--- src/irq_events_consts.vh ---
// constants for the mac interrupt event block: register offsets, field positions,
// reset values and widths; included by the block, its checker and its bench, not by the host model
`ifndef IRQ_EVENTS_CONSTS_VH
`define IRQ_EVENTS_CONSTS_VH

// channel counts and widths
`define NUM_CHAN          8
`define CHAN_BITS         3
`define DESC_ADDR_W       32
`define FREE_COUNT_W      16
`define NUM_STAT_COUNTERS 36
`define TX_ERR_CAUSES     6
`define RX_ERR_CAUSES     2

// register byte offsets (12-bit decode)
`define OFS_RX_IRQ_RAW        12'h000
`define OFS_RX_IRQ_MASKED     12'h004
`define OFS_RX_IRQ_EN_SET     12'h008
`define OFS_RX_IRQ_EN_CLEAR   12'h00c
`define OFS_TX_IRQ_RAW        12'h010
`define OFS_TX_IRQ_MASKED     12'h014
`define OFS_TX_IRQ_EN_SET     12'h018
`define OFS_TX_IRQ_EN_CLEAR   12'h01c
`define OFS_MAC_IRQ_RAW       12'h020
`define OFS_MAC_IRQ_MASKED    12'h024
`define OFS_MAC_IRQ_EN_SET    12'h028
`define OFS_MAC_IRQ_EN_CLEAR  12'h02c
`define OFS_DESC_ERR_CAUSE    12'h030
`define OFS_TX_CP_BASE        12'h040
`define OFS_RX_CP_BASE        12'h060
`define CP_BLOCK_MASK         12'hfe0

// field positions in the rx words: completion in 7:0, low-buffer in 15:8
`define RX_DONE_LSB           0
`define RX_LOW_LSB            8
// field positions in the mac words
`define MAC_COUNTER_BIT       0
`define MAC_DESC_ERR_BIT      1
// field positions in the descriptor error cause word
`define CAUSE_TX_LSB          0
`define CAUSE_RX_LSB          8

// reset values
`define RST_MASK8             8'h00
`define RST_MASK2             2'h0
`define RST_PTR               32'h0000_0000
`define RST_WORD              32'h0000_0000

`endif

--- src/mac_irq_events.v ---
// interrupt event generation for a multi-channel ethernet mac: per-channel rx
// low-buffer, rx completion and tx completion events, counter overflow and
// descriptor error events, with enable set/clear and raw/masked status.
// assumes an apb master on CLK, dma engines that pulse completion stores and
// error causes, and statistics counters that report their top bits.
`timescale 1ns/100ps
`default_nettype none
`include "irq_events_consts.vh"

module mac_irq_events (
  input  wire                                      CLK,
  input  wire                                      RSTN,
  // apb slave
  input  wire                                      PSEL,
  input  wire                                      PENABLE,
  input  wire                                      PWRITE,
  input  wire [11:0]                               PADDR,
  input  wire [31:0]                               PWDATA,
  output reg  [31:0]                               PRDATA,
  output reg                                       PREADY,
  output reg                                       PSLVERR,
  // flow-control quantities, channel n in bits [16n+15:16n]
  input  wire [`NUM_CHAN*`FREE_COUNT_W-1:0]        RX_FREE_BUFFER_COUNT,
  input  wire [`NUM_CHAN*`FREE_COUNT_W-1:0]        RX_FLOW_THRESHOLD,
  // dma completion pointer stores
  input  wire                                      TX_CP_STORE,
  input  wire [`CHAN_BITS-1:0]                     TX_CP_CHAN,
  input  wire [`DESC_ADDR_W-1:0]                   TX_CP_DATA,
  input  wire                                      RX_CP_STORE,
  input  wire [`CHAN_BITS-1:0]                     RX_CP_CHAN,
  input  wire [`DESC_ADDR_W-1:0]                   RX_CP_DATA,
  // descriptor error cause pulses
  input  wire [`TX_ERR_CAUSES-1:0]                 TX_DESC_ERROR,
  input  wire [`RX_ERR_CAUSES-1:0]                 RX_DESC_ERROR,
  // statistics counter top bits, and management events
  input  wire [`NUM_STAT_COUNTERS-1:0]             STAT_COUNTER_MSB,
  input  wire                                      MGMT_ACCESS_DONE_IRQ,
  input  wire                                      MGMT_LINK_CHANGE_IRQ,
  // shared compare result for flow control
  output reg  [`NUM_CHAN-1:0]                      RX_LOW_BUFFER_PENDING,
  // four interrupt lines to the cpu
  output reg                                       RX_LOW_BUFFER_IRQ,
  output reg                                       RX_DONE_IRQ,
  output reg                                       TX_DONE_IRQ,
  output reg                                       MISC_IRQ
);

  // low-buffer compare of one channel, also used by flow control
  function cmp_low;
    input [`NUM_CHAN*`FREE_COUNT_W-1:0] free_v;
    input [`NUM_CHAN*`FREE_COUNT_W-1:0] thr_v;
    input integer                       ch;
    begin
      cmp_low = (free_v[ch*`FREE_COUNT_W +: `FREE_COUNT_W]
                 <= thr_v[ch*`FREE_COUNT_W +: `FREE_COUNT_W]);
    end
  endfunction

  // channel decode of a completion pointer offset, used for tx and rx
  function [`CHAN_BITS-1:0] cp_chan;
    input [11:0] addr;
    begin
      cp_chan = addr[`CHAN_BITS+1:2];
    end
  endfunction

  // enable masks
  reg  [`NUM_CHAN-1:0]    rx_low_en_q;
  reg  [`NUM_CHAN-1:0]    rx_done_en_q;
  reg  [`NUM_CHAN-1:0]    tx_done_en_q;
  reg  [1:0]              mac_en_q;
  // pending state
  reg  [`NUM_CHAN-1:0]    tx_pend_q;
  reg  [`NUM_CHAN-1:0]    tx_pend_d;
  reg  [`NUM_CHAN-1:0]    rx_pend_q;
  reg  [`NUM_CHAN-1:0]    rx_pend_d;
  reg                     desc_err_q;
  reg  [`TX_ERR_CAUSES-1:0] tx_cause_q;
  reg  [`RX_ERR_CAUSES-1:0] rx_cause_q;
  // completion pointer state memory
  reg  [`DESC_ADDR_W-1:0] tx_cp_mem [0:`NUM_CHAN-1];
  reg  [`DESC_ADDR_W-1:0] rx_cp_mem [0:`NUM_CHAN-1];
  // bus state
  reg  [31:0]             rdata_d;
  reg                     unmapped_d;
  reg  [`NUM_CHAN-1:0]    low_raw;
  wire                    counter_raw;
  wire [1:0]              mac_raw;
  wire                    access;
  wire                    wr_commit;
  wire                    in_tx_cp;
  wire                    in_rx_cp;
  integer                 i;
  // separate loop index for the reset loop, so no variable has two driving processes
  integer                 j;

  // first access cycle loads data and raises pready, second commits the transfer
  assign access    = PSEL & PENABLE & ~PREADY;
  assign wr_commit = PSEL & PENABLE & PREADY & PWRITE & ~PSLVERR;
  assign in_tx_cp  = ((PADDR & `CP_BLOCK_MASK) == `OFS_TX_CP_BASE) & (PADDR[1:0] == 2'h0);
  assign in_rx_cp  = ((PADDR & `CP_BLOCK_MASK) == `OFS_RX_CP_BASE) & (PADDR[1:0] == 2'h0);

  // raw low-buffer compare, same logic that flow control consumes
  always @* begin
    for (i = 0; i < `NUM_CHAN; i = i + 1) begin
      low_raw[i] = cmp_low(RX_FREE_BUFFER_COUNT, RX_FLOW_THRESHOLD, i);
    end
  end

  // counter overflow follows the top bits live, so it drops once software decrements
  assign counter_raw = |STAT_COUNTER_MSB;
  assign mac_raw     = {desc_err_q, counter_raw};

  // read mux and address check
  always @* begin
    rdata_d    = `RST_WORD;
    unmapped_d = 1'b0;
    if (in_tx_cp) begin
      rdata_d = tx_cp_mem[cp_chan(PADDR)];
    end else if (in_rx_cp) begin
      rdata_d = rx_cp_mem[cp_chan(PADDR)];
    end else begin
      case (PADDR)
        `OFS_RX_IRQ_RAW: begin
          rdata_d[`RX_DONE_LSB +: `NUM_CHAN] = rx_pend_q;
          rdata_d[`RX_LOW_LSB +: `NUM_CHAN]  = low_raw;
        end
        `OFS_RX_IRQ_MASKED: begin
          rdata_d[`RX_DONE_LSB +: `NUM_CHAN] = rx_pend_q & rx_done_en_q;
          rdata_d[`RX_LOW_LSB +: `NUM_CHAN]  = low_raw & rx_low_en_q;
        end
        `OFS_RX_IRQ_EN_SET, `OFS_RX_IRQ_EN_CLEAR: begin
          rdata_d[`RX_DONE_LSB +: `NUM_CHAN] = rx_done_en_q;
          rdata_d[`RX_LOW_LSB +: `NUM_CHAN]  = rx_low_en_q;
        end
        `OFS_TX_IRQ_RAW: begin
          rdata_d[`NUM_CHAN-1:0] = tx_pend_q;
        end
        `OFS_TX_IRQ_MASKED: begin
          rdata_d[`NUM_CHAN-1:0] = tx_pend_q & tx_done_en_q;
        end
        `OFS_TX_IRQ_EN_SET, `OFS_TX_IRQ_EN_CLEAR: begin
          rdata_d[`NUM_CHAN-1:0] = tx_done_en_q;
        end
        `OFS_MAC_IRQ_RAW: begin
          rdata_d[1:0] = mac_raw;
        end
        `OFS_MAC_IRQ_MASKED: begin
          rdata_d[1:0] = mac_raw & mac_en_q;
        end
        `OFS_MAC_IRQ_EN_SET, `OFS_MAC_IRQ_EN_CLEAR: begin
          rdata_d[1:0] = mac_en_q;
        end
        `OFS_DESC_ERR_CAUSE: begin
          rdata_d[`CAUSE_TX_LSB +: `TX_ERR_CAUSES] = tx_cause_q;
          rdata_d[`CAUSE_RX_LSB +: `RX_ERR_CAUSES] = rx_cause_q;
        end
        default: begin
          unmapped_d = 1'b1;
        end
      endcase
    end
  end

  // apb handshake: one wait state, outputs straight from flops
  always @(posedge CLK or negedge RSTN) begin
    if (!RSTN) begin
      PREADY  <= 1'b0;
      PRDATA  <= `RST_WORD;
      PSLVERR <= 1'b0;
    end else if (access) begin
      PREADY  <= 1'b1;
      PRDATA  <= PWRITE ? `RST_WORD : rdata_d;
      PSLVERR <= unmapped_d;
    end else begin
      PREADY  <= 1'b0;
      PSLVERR <= 1'b0;
    end
  end

  // enable masks: set register ors ones in, clear register knocks ones out
  always @(posedge CLK or negedge RSTN) begin
    if (!RSTN) begin
      rx_low_en_q  <= `RST_MASK8;
      rx_done_en_q <= `RST_MASK8;
      tx_done_en_q <= `RST_MASK8;
      mac_en_q     <= `RST_MASK2;
    end else if (wr_commit) begin
      case (PADDR)
        `OFS_RX_IRQ_EN_SET: begin
          rx_done_en_q <= rx_done_en_q | PWDATA[`RX_DONE_LSB +: `NUM_CHAN];
          rx_low_en_q  <= rx_low_en_q | PWDATA[`RX_LOW_LSB +: `NUM_CHAN];
        end
        `OFS_RX_IRQ_EN_CLEAR: begin
          rx_done_en_q <= rx_done_en_q & ~PWDATA[`RX_DONE_LSB +: `NUM_CHAN];
          rx_low_en_q  <= rx_low_en_q & ~PWDATA[`RX_LOW_LSB +: `NUM_CHAN];
        end
        `OFS_TX_IRQ_EN_SET: begin
          tx_done_en_q <= tx_done_en_q | PWDATA[`NUM_CHAN-1:0];
        end
        `OFS_TX_IRQ_EN_CLEAR: begin
          tx_done_en_q <= tx_done_en_q & ~PWDATA[`NUM_CHAN-1:0];
        end
        `OFS_MAC_IRQ_EN_SET: begin
          mac_en_q <= mac_en_q | PWDATA[1:0];
        end
        `OFS_MAC_IRQ_EN_CLEAR: begin
          mac_en_q <= mac_en_q & ~PWDATA[1:0];
        end
        default: begin
          mac_en_q <= mac_en_q;
        end
      endcase
    end
  end

  // completion pending: host ack clears on a match, a dma store in the same
  // cycle wins so a freshly finished packet is never lost
  always @* begin
    tx_pend_d = tx_pend_q;
    rx_pend_d = rx_pend_q;
    if (wr_commit && in_tx_cp &&
        PWDATA == tx_cp_mem[cp_chan(PADDR)]) begin
      tx_pend_d[cp_chan(PADDR)] = 1'b0;
    end
    if (wr_commit && in_rx_cp &&
        PWDATA == rx_cp_mem[cp_chan(PADDR)]) begin
      rx_pend_d[cp_chan(PADDR)] = 1'b0;
    end
    if (TX_CP_STORE) begin
      tx_pend_d[TX_CP_CHAN] = 1'b1;
    end
    if (RX_CP_STORE) begin
      rx_pend_d[RX_CP_CHAN] = 1'b1;
    end
  end

  // pending flags held as levels until acknowledged
  always @(posedge CLK or negedge RSTN) begin
    if (!RSTN) begin
      tx_pend_q <= `RST_MASK8;
      rx_pend_q <= `RST_MASK8;
    end else begin
      tx_pend_q <= tx_pend_d;
      rx_pend_q <= rx_pend_d;
    end
  end

  // state memory: only the dma stores; host writes never land here
  always @(posedge CLK or negedge RSTN) begin
    if (!RSTN) begin
      for (j = 0; j < `NUM_CHAN; j = j + 1) begin
        tx_cp_mem[j] <= `RST_PTR;
        rx_cp_mem[j] <= `RST_PTR;
      end
    end else begin
      if (TX_CP_STORE) begin
        tx_cp_mem[TX_CP_CHAN] <= TX_CP_DATA;
      end
      if (RX_CP_STORE) begin
        rx_cp_mem[RX_CP_CHAN] <= RX_CP_DATA;
      end
    end
  end

  // descriptor errors are sticky; no register write can clear them
  always @(posedge CLK or negedge RSTN) begin
    if (!RSTN) begin
      desc_err_q <= 1'b0;
      tx_cause_q <= {`TX_ERR_CAUSES{1'b0}};
      rx_cause_q <= {`RX_ERR_CAUSES{1'b0}};
    end else begin
      tx_cause_q <= tx_cause_q | TX_DESC_ERROR;
      rx_cause_q <= rx_cause_q | RX_DESC_ERROR;
      if (|TX_DESC_ERROR || |RX_DESC_ERROR) begin
        desc_err_q <= 1'b1;
      end
    end
  end

  // four interrupt lines and the low-buffer pending vector, registered so they never glitch into the cpu
  always @(posedge CLK or negedge RSTN) begin
    if (!RSTN) begin
      RX_LOW_BUFFER_PENDING <= `RST_MASK8;
      RX_LOW_BUFFER_IRQ     <= 1'b0;
      RX_DONE_IRQ           <= 1'b0;
      TX_DONE_IRQ           <= 1'b0;
      MISC_IRQ              <= 1'b0;
    end else begin
      RX_LOW_BUFFER_PENDING <= low_raw;
      RX_LOW_BUFFER_IRQ     <= |(low_raw & rx_low_en_q);
      RX_DONE_IRQ           <= |(rx_pend_q & rx_done_en_q);
      TX_DONE_IRQ           <= |(tx_pend_q & tx_done_en_q);
      MISC_IRQ              <= |(mac_raw & mac_en_q) | MGMT_ACCESS_DONE_IRQ
                               | MGMT_LINK_CHANGE_IRQ;
    end
  end

endmodule // mac_irq_events

`default_nettype wire

--- config.mk ---
export PLATFORM = sky130hd
export DESIGN_NAME = mac_irq_events
export DESIGN_NICKNAME = d
export VERILOG_FILES = /design/src/mac_irq_events.v
export VERILOG_INCLUDE_DIRS = /design/src
export SDC_FILE = /design/constraint.sdc
export NUM_CORES = 1
export LEC_CHECK = 0
export BUFFER_PORTS_ARGS = -buffer_cell sky130_fd_sc_hd__buf_2
export CAP_MARGIN = 0
export CORE_ASPECT_RATIO = 0.6
export CORE_UTILIZATION = 54
export CTS_BUF_LIST = sky130_fd_sc_hd__clkbuf_8
export DETAILED_ROUTE_END_ITERATION = 16
export PLACE_DENSITY = 0.85
export SYNTH_ARGS = -nofsm -noshare
export SYNTH_HDL_FRONTEND = slang
export SYNTH_SLANG_ARGS = --single-unit
--- constraint.sdc ---
create_clock -name CLK -period 2.13 [get_ports CLK]
set_input_delay 0.1065 -clock CLK [delete_from_list [all_inputs] [get_ports CLK]]
set_output_delay 0.1065 -clock CLK [all_outputs]
set_load 0.01 [all_outputs]
==> impl_metrics.py <==
metrics = {
    "power": {
        "clkPwrFrac_pct": 28.9,
        "power_frac_comb_pct": 25.7,
        "power_w": 0.0333,
        "ir_drop_v": 0.000591,
        "power_leakage_nw": 19.2,
        "switching_share_pct": 30.5,
        "p_per_area_nw_per_um2": 820,
        "p_seq_share_pct": 45.5,
        "cellInternalPower_w": 0.0231,
        "p_sw_w": 0.0102,
    },
    "floorplanning": {
        "initial_core_util_pct": 55.2,
        "die_area_sq_um": 60400,
        "rows": 68,
        "die_y_microns": 191,
        "design.core.area_sq_um": 58000,
        "pin_count": 469,
        "die_w_microns": 316,
    },
    "route": {
        "wire_per_inst_microns": 28.6,
        "num_vias": 26500,
        "dr.pass1.iters": 6,
        "viasPerCell": 6.27,
        "antenna_left": 0,
        "highest_layer": "met5",
        "wl_met3_mm": 14.2,
        "drt-met1-wl_mm": 47.8,
        "route.met2.wl_mm": 52.2,
        "drtIter0Drc": 3067,
        "post-route-drc-count": 0,
        "routed_wl_mm": 121,
    },
    "global_routing": {
        "antenna_found_initial": 10,
        "grt_usage_pct": 39.7,
        "grt_max_degree": 95,
        "grt_pass1_vias": 27400,
        "grt_pass1_wl_mm": 175,
        "grt-ovfl-total": 0,
    },
    "place": {
        "dp_hpwl_mm": 86.8,
        "gp_congestion": 1.07,
        "dpl_worst_slack_ps": -687,
        "numPortBuffers": 468,
    },
    "cells_and_area": {
        "fill_cells": 3884,
        "nets": 3937,
        "layout-drive-gt1-share_pct": 47.3,
        "ff_latch_area_sq_um": 15200,
        "multiInputGateArea_sq_um": 16000,
        "area_delta_synth_final_pct": 26.7,
    },
    "synthesis": {
        "synth_edf_count": 0,
        "synth_top_cell_area_share_pct": 47.6,
        "ys_seq_elements": 609,
        "ys_seq_area_share_pct": 47.6,
        "syn_inst": 2561,
        "synthArstFlopShare_pct": 100,
        "ys_top_cells_by_area": "dfrtp_1 (48%), mux2_2 (19%), ha_1 (5.0%)",
        "ys.flop_type": "dfrtp_1",
        "synth_warnings": 0,
        "avgSynthCellArea_sq_um": 12.5,
        "synth_common_cells": "dfrtp_1 (609), mux2_2 (547), nand2_1 (166), inv_1 (137), ha_1 (128)",
        "yosysTopAreaCell": "dfrtp_1",
        "synth_most_common_cell": "dfrtp_1",
        "synth_nets": 3112,
        "synth_cell_types": 82,
        "syn_area_sq_um": 32000,
    },
    "cts": {
        "htree_num_levels": 3,
        "cts_tree": "done",
        "cts_buffer_depth": 3,
        "cts_buffers": 86,
        "clock-sinks": 609,
        "clk_latency_ps": 730,
        "clk_pin_slew_ps": 80,
        "cts_root_buffer": "clkbuf_8",
    },
    "timing": {
        "setup_viol": 16,
        "worst_slew_pin_slew_ps": 770,
        "fin_ws_ps": -299,
        "hold_viol": 0,
        "fmax_ghz": 0.412,
        "fin_setup_tns_ps": -4010,
        "layout_min_cycle_time_ps": 2430,
        "rsz0062_at_grt": "true",
        "slew_violations": 0,
        "skew_ps": 72.4,
        "fin_crit_sh_pct": 114,
        "maxSlewHeadroom_pct": 48.3,
    },
    "critical_path": {
        "slowest_stage": "mux4_2",
        "cp_data_required_time_ps": 2670,
        "worstPathMaxFanout": 8,
        "crit_type": "reg -> reg",
        "crit_chain": "mux4_2 > mux2i_1 > buf_4 > xor2_2 > o2111ai_2 > a2111oi_2 > and4b_1 > buf_6 > a21oi_1",
        "cp-end-kind": "flop",
        "max_stage_delay_ps": 500,
        "crit_path_start_kind": "flop",
        "cp.arrival_ps": 2970,
    },
    "run_status": {
        "outcome": "finished with violations",
        "failed_checks": "setup timing",
    },
    "min_path": {
        "hp-class": "in -> reg",
    },
    "job": {
        "maxCapViolations": 0,
    },
}
## per-layer routing
layer,global-route usage (%),vias to the layer above
met4,19.4,12
met2,57.9,1667
met5,0,-
li1,-,11000
met1,52.6,13400
met3,14.1,360
## worst paths after layout
| kind | from | end | slack (ps) | cells after the start |
|---|---|---|---|---|
| min in group asynchronous | RSTN | RX_LOW_BUFFER_IRQ | 510 | 3 |
| setup / recovery | rx_cp_mem[29] | rx_pend_q[1] | -300 | 9 |
| hold / removal | PADDR[6] | PSLVERR | 80 | 6 |
| hold reg to reg | PRDATA[7] | PRDATA[7] | 480 | 2 |
| max in group asynchronous | RSTN | RX_LOW_BUFFER_PENDING[6] | 420 | 4 |
| setup reg to reg | rx_cp_mem[29] | rx_pend_q[1] | -300 | 9 |
## cell type report
cell class | count | share of cell area [%]
multi-input cells | 1680 | 39.5
flip-flops and latches | 609 | 37.5
repair buffers | 870 | 15.0
clock buffers | 103 | 3.49
well taps | 770 | 2.37
inverters | 139 | 1.29
clock inverters | 44 | 0.786
diodes | 5 | 0.0308
## cell families (layout without fill, tap and decap cells)
| family | Yosys count | count (layout) | share of synthesized area (%) |
|---|---|---|---|
| mux | 711 | 711 | 27.9 |
| flops | 609 | 609 | 47.6 |
| simple gates | 433 | 433 | 6.87 |
| compound gates | 348 | 348 | 7.08 |
| buf+inv | 272 | 1156 | 4.00 |
| fa+ha+maj | 128 | 128 | 5.00 |
| xor+xnor | 60 | 60 | 1.64 |
| other cells | 0 | 5 | 0 |
## registers in the layout, summed over array words and instances, names as in the netlist, 2 cells and up, named ones only
name	cells
PRDATA	32
tx_cause_q	6
tx_pend_q	8
rx_cp_mem	256
tx_cp_mem	256
rx_cause_q	2
rx_pend_q	8
RX_LOW_BUFFER_PENDING	8
## power by group through the flow
stage	Combinational (W)	Sequential (W)	Clock, W
after floorplan	0.00454	0.0146	0
after global placement	0.00736	0.0149	0
after detailed placement	0.00773	0.0152	0
after CTS	0.00808	0.0150	0.00962
after global routing	0.00898	0.0153	0.0102
final	0.00854	0.0151	0.00962
## layout by cell type, fill, tap and decap left out, drive strengths merged, types with 6 or more instances in the layout
| cell | netlist | final |
|---|---|---|
| a211oi | 12 | 12 |
| a21o | 47 | 47 |
| a21oi | 81 | 81 |
| a221oi | 14 | 14 |
| a22oi | 29 | 29 |
| buf | 44 | 772 |
| clkbuf | 89 | 103 |
| clkinv | 1 | 11 |
| dfrtp | 609 | 609 |
| dlygate4sd3 | 0 | 97 |
| ha | 128 | 128 |
| inv | 138 | 167 |
| mux2 | 547 | 547 |
| mux2i | 83 | 83 |
| mux4 | 81 | 81 |
| nand2 | 168 | 168 |
| nand2b | 13 | 13 |
| nand3 | 13 | 13 |
| nand4 | 49 | 49 |
| nand4b | 6 | 6 |
| nor2 | 63 | 63 |
| nor2b | 23 | 23 |
| nor3 | 22 | 22 |
| nor3b | 8 | 8 |
| nor4 | 24 | 24 |
| o211ai | 6 | 6 |
| o21a | 8 | 8 |
| o21ai | 79 | 79 |
| o221ai | 11 | 11 |
| o22ai | 23 | 23 |
| or2 | 19 | 19 |
| or3 | 8 | 8 |
| xnor2 | 29 | 29 |
| xor2 | 31 | 31 |
## metrics by stage
stage | instances | hold WS [ps] | utilization, % | cell area, sq um
6_report | 4220 | 81.9 | 70.0 | 40600
4_1_cts | 4207 | 52.4 | 69.3 | 40200
5_1_grt | 4218 | 73.9 | 70.0 | 40600
3_5_place_dp | 3954 | 107 | 64.2 | 37200
3_3_place_gp | 3954 | 94.0 | 64.2 | 37200
2_1_floorplan | 2561 | -189 | - | 32100
## critical path, delay by kind of cell, from the launching register on
kind,cells,cell delay (ps)
AOI/OAI and AO/OA,3,410
xor gates and xnor gates,1,170
buffers and inverters,2,330
DFF,1,390
muxes,2,710
and+or+nand+nor,1,260
## what timing repair did
action | in CTS | in global routing
gates resized for setup | 47 | 64
endpoints found under the hold margin | 1070 | 0
hold buffers | 98 | 0
pin swaps | 20 | 30
cloned | 0 | 0
buffers inserted | 9 | 11
endpoints found under the setup margin | 20 | 28
Note: power is estimated with default switching activity, not from simulation.
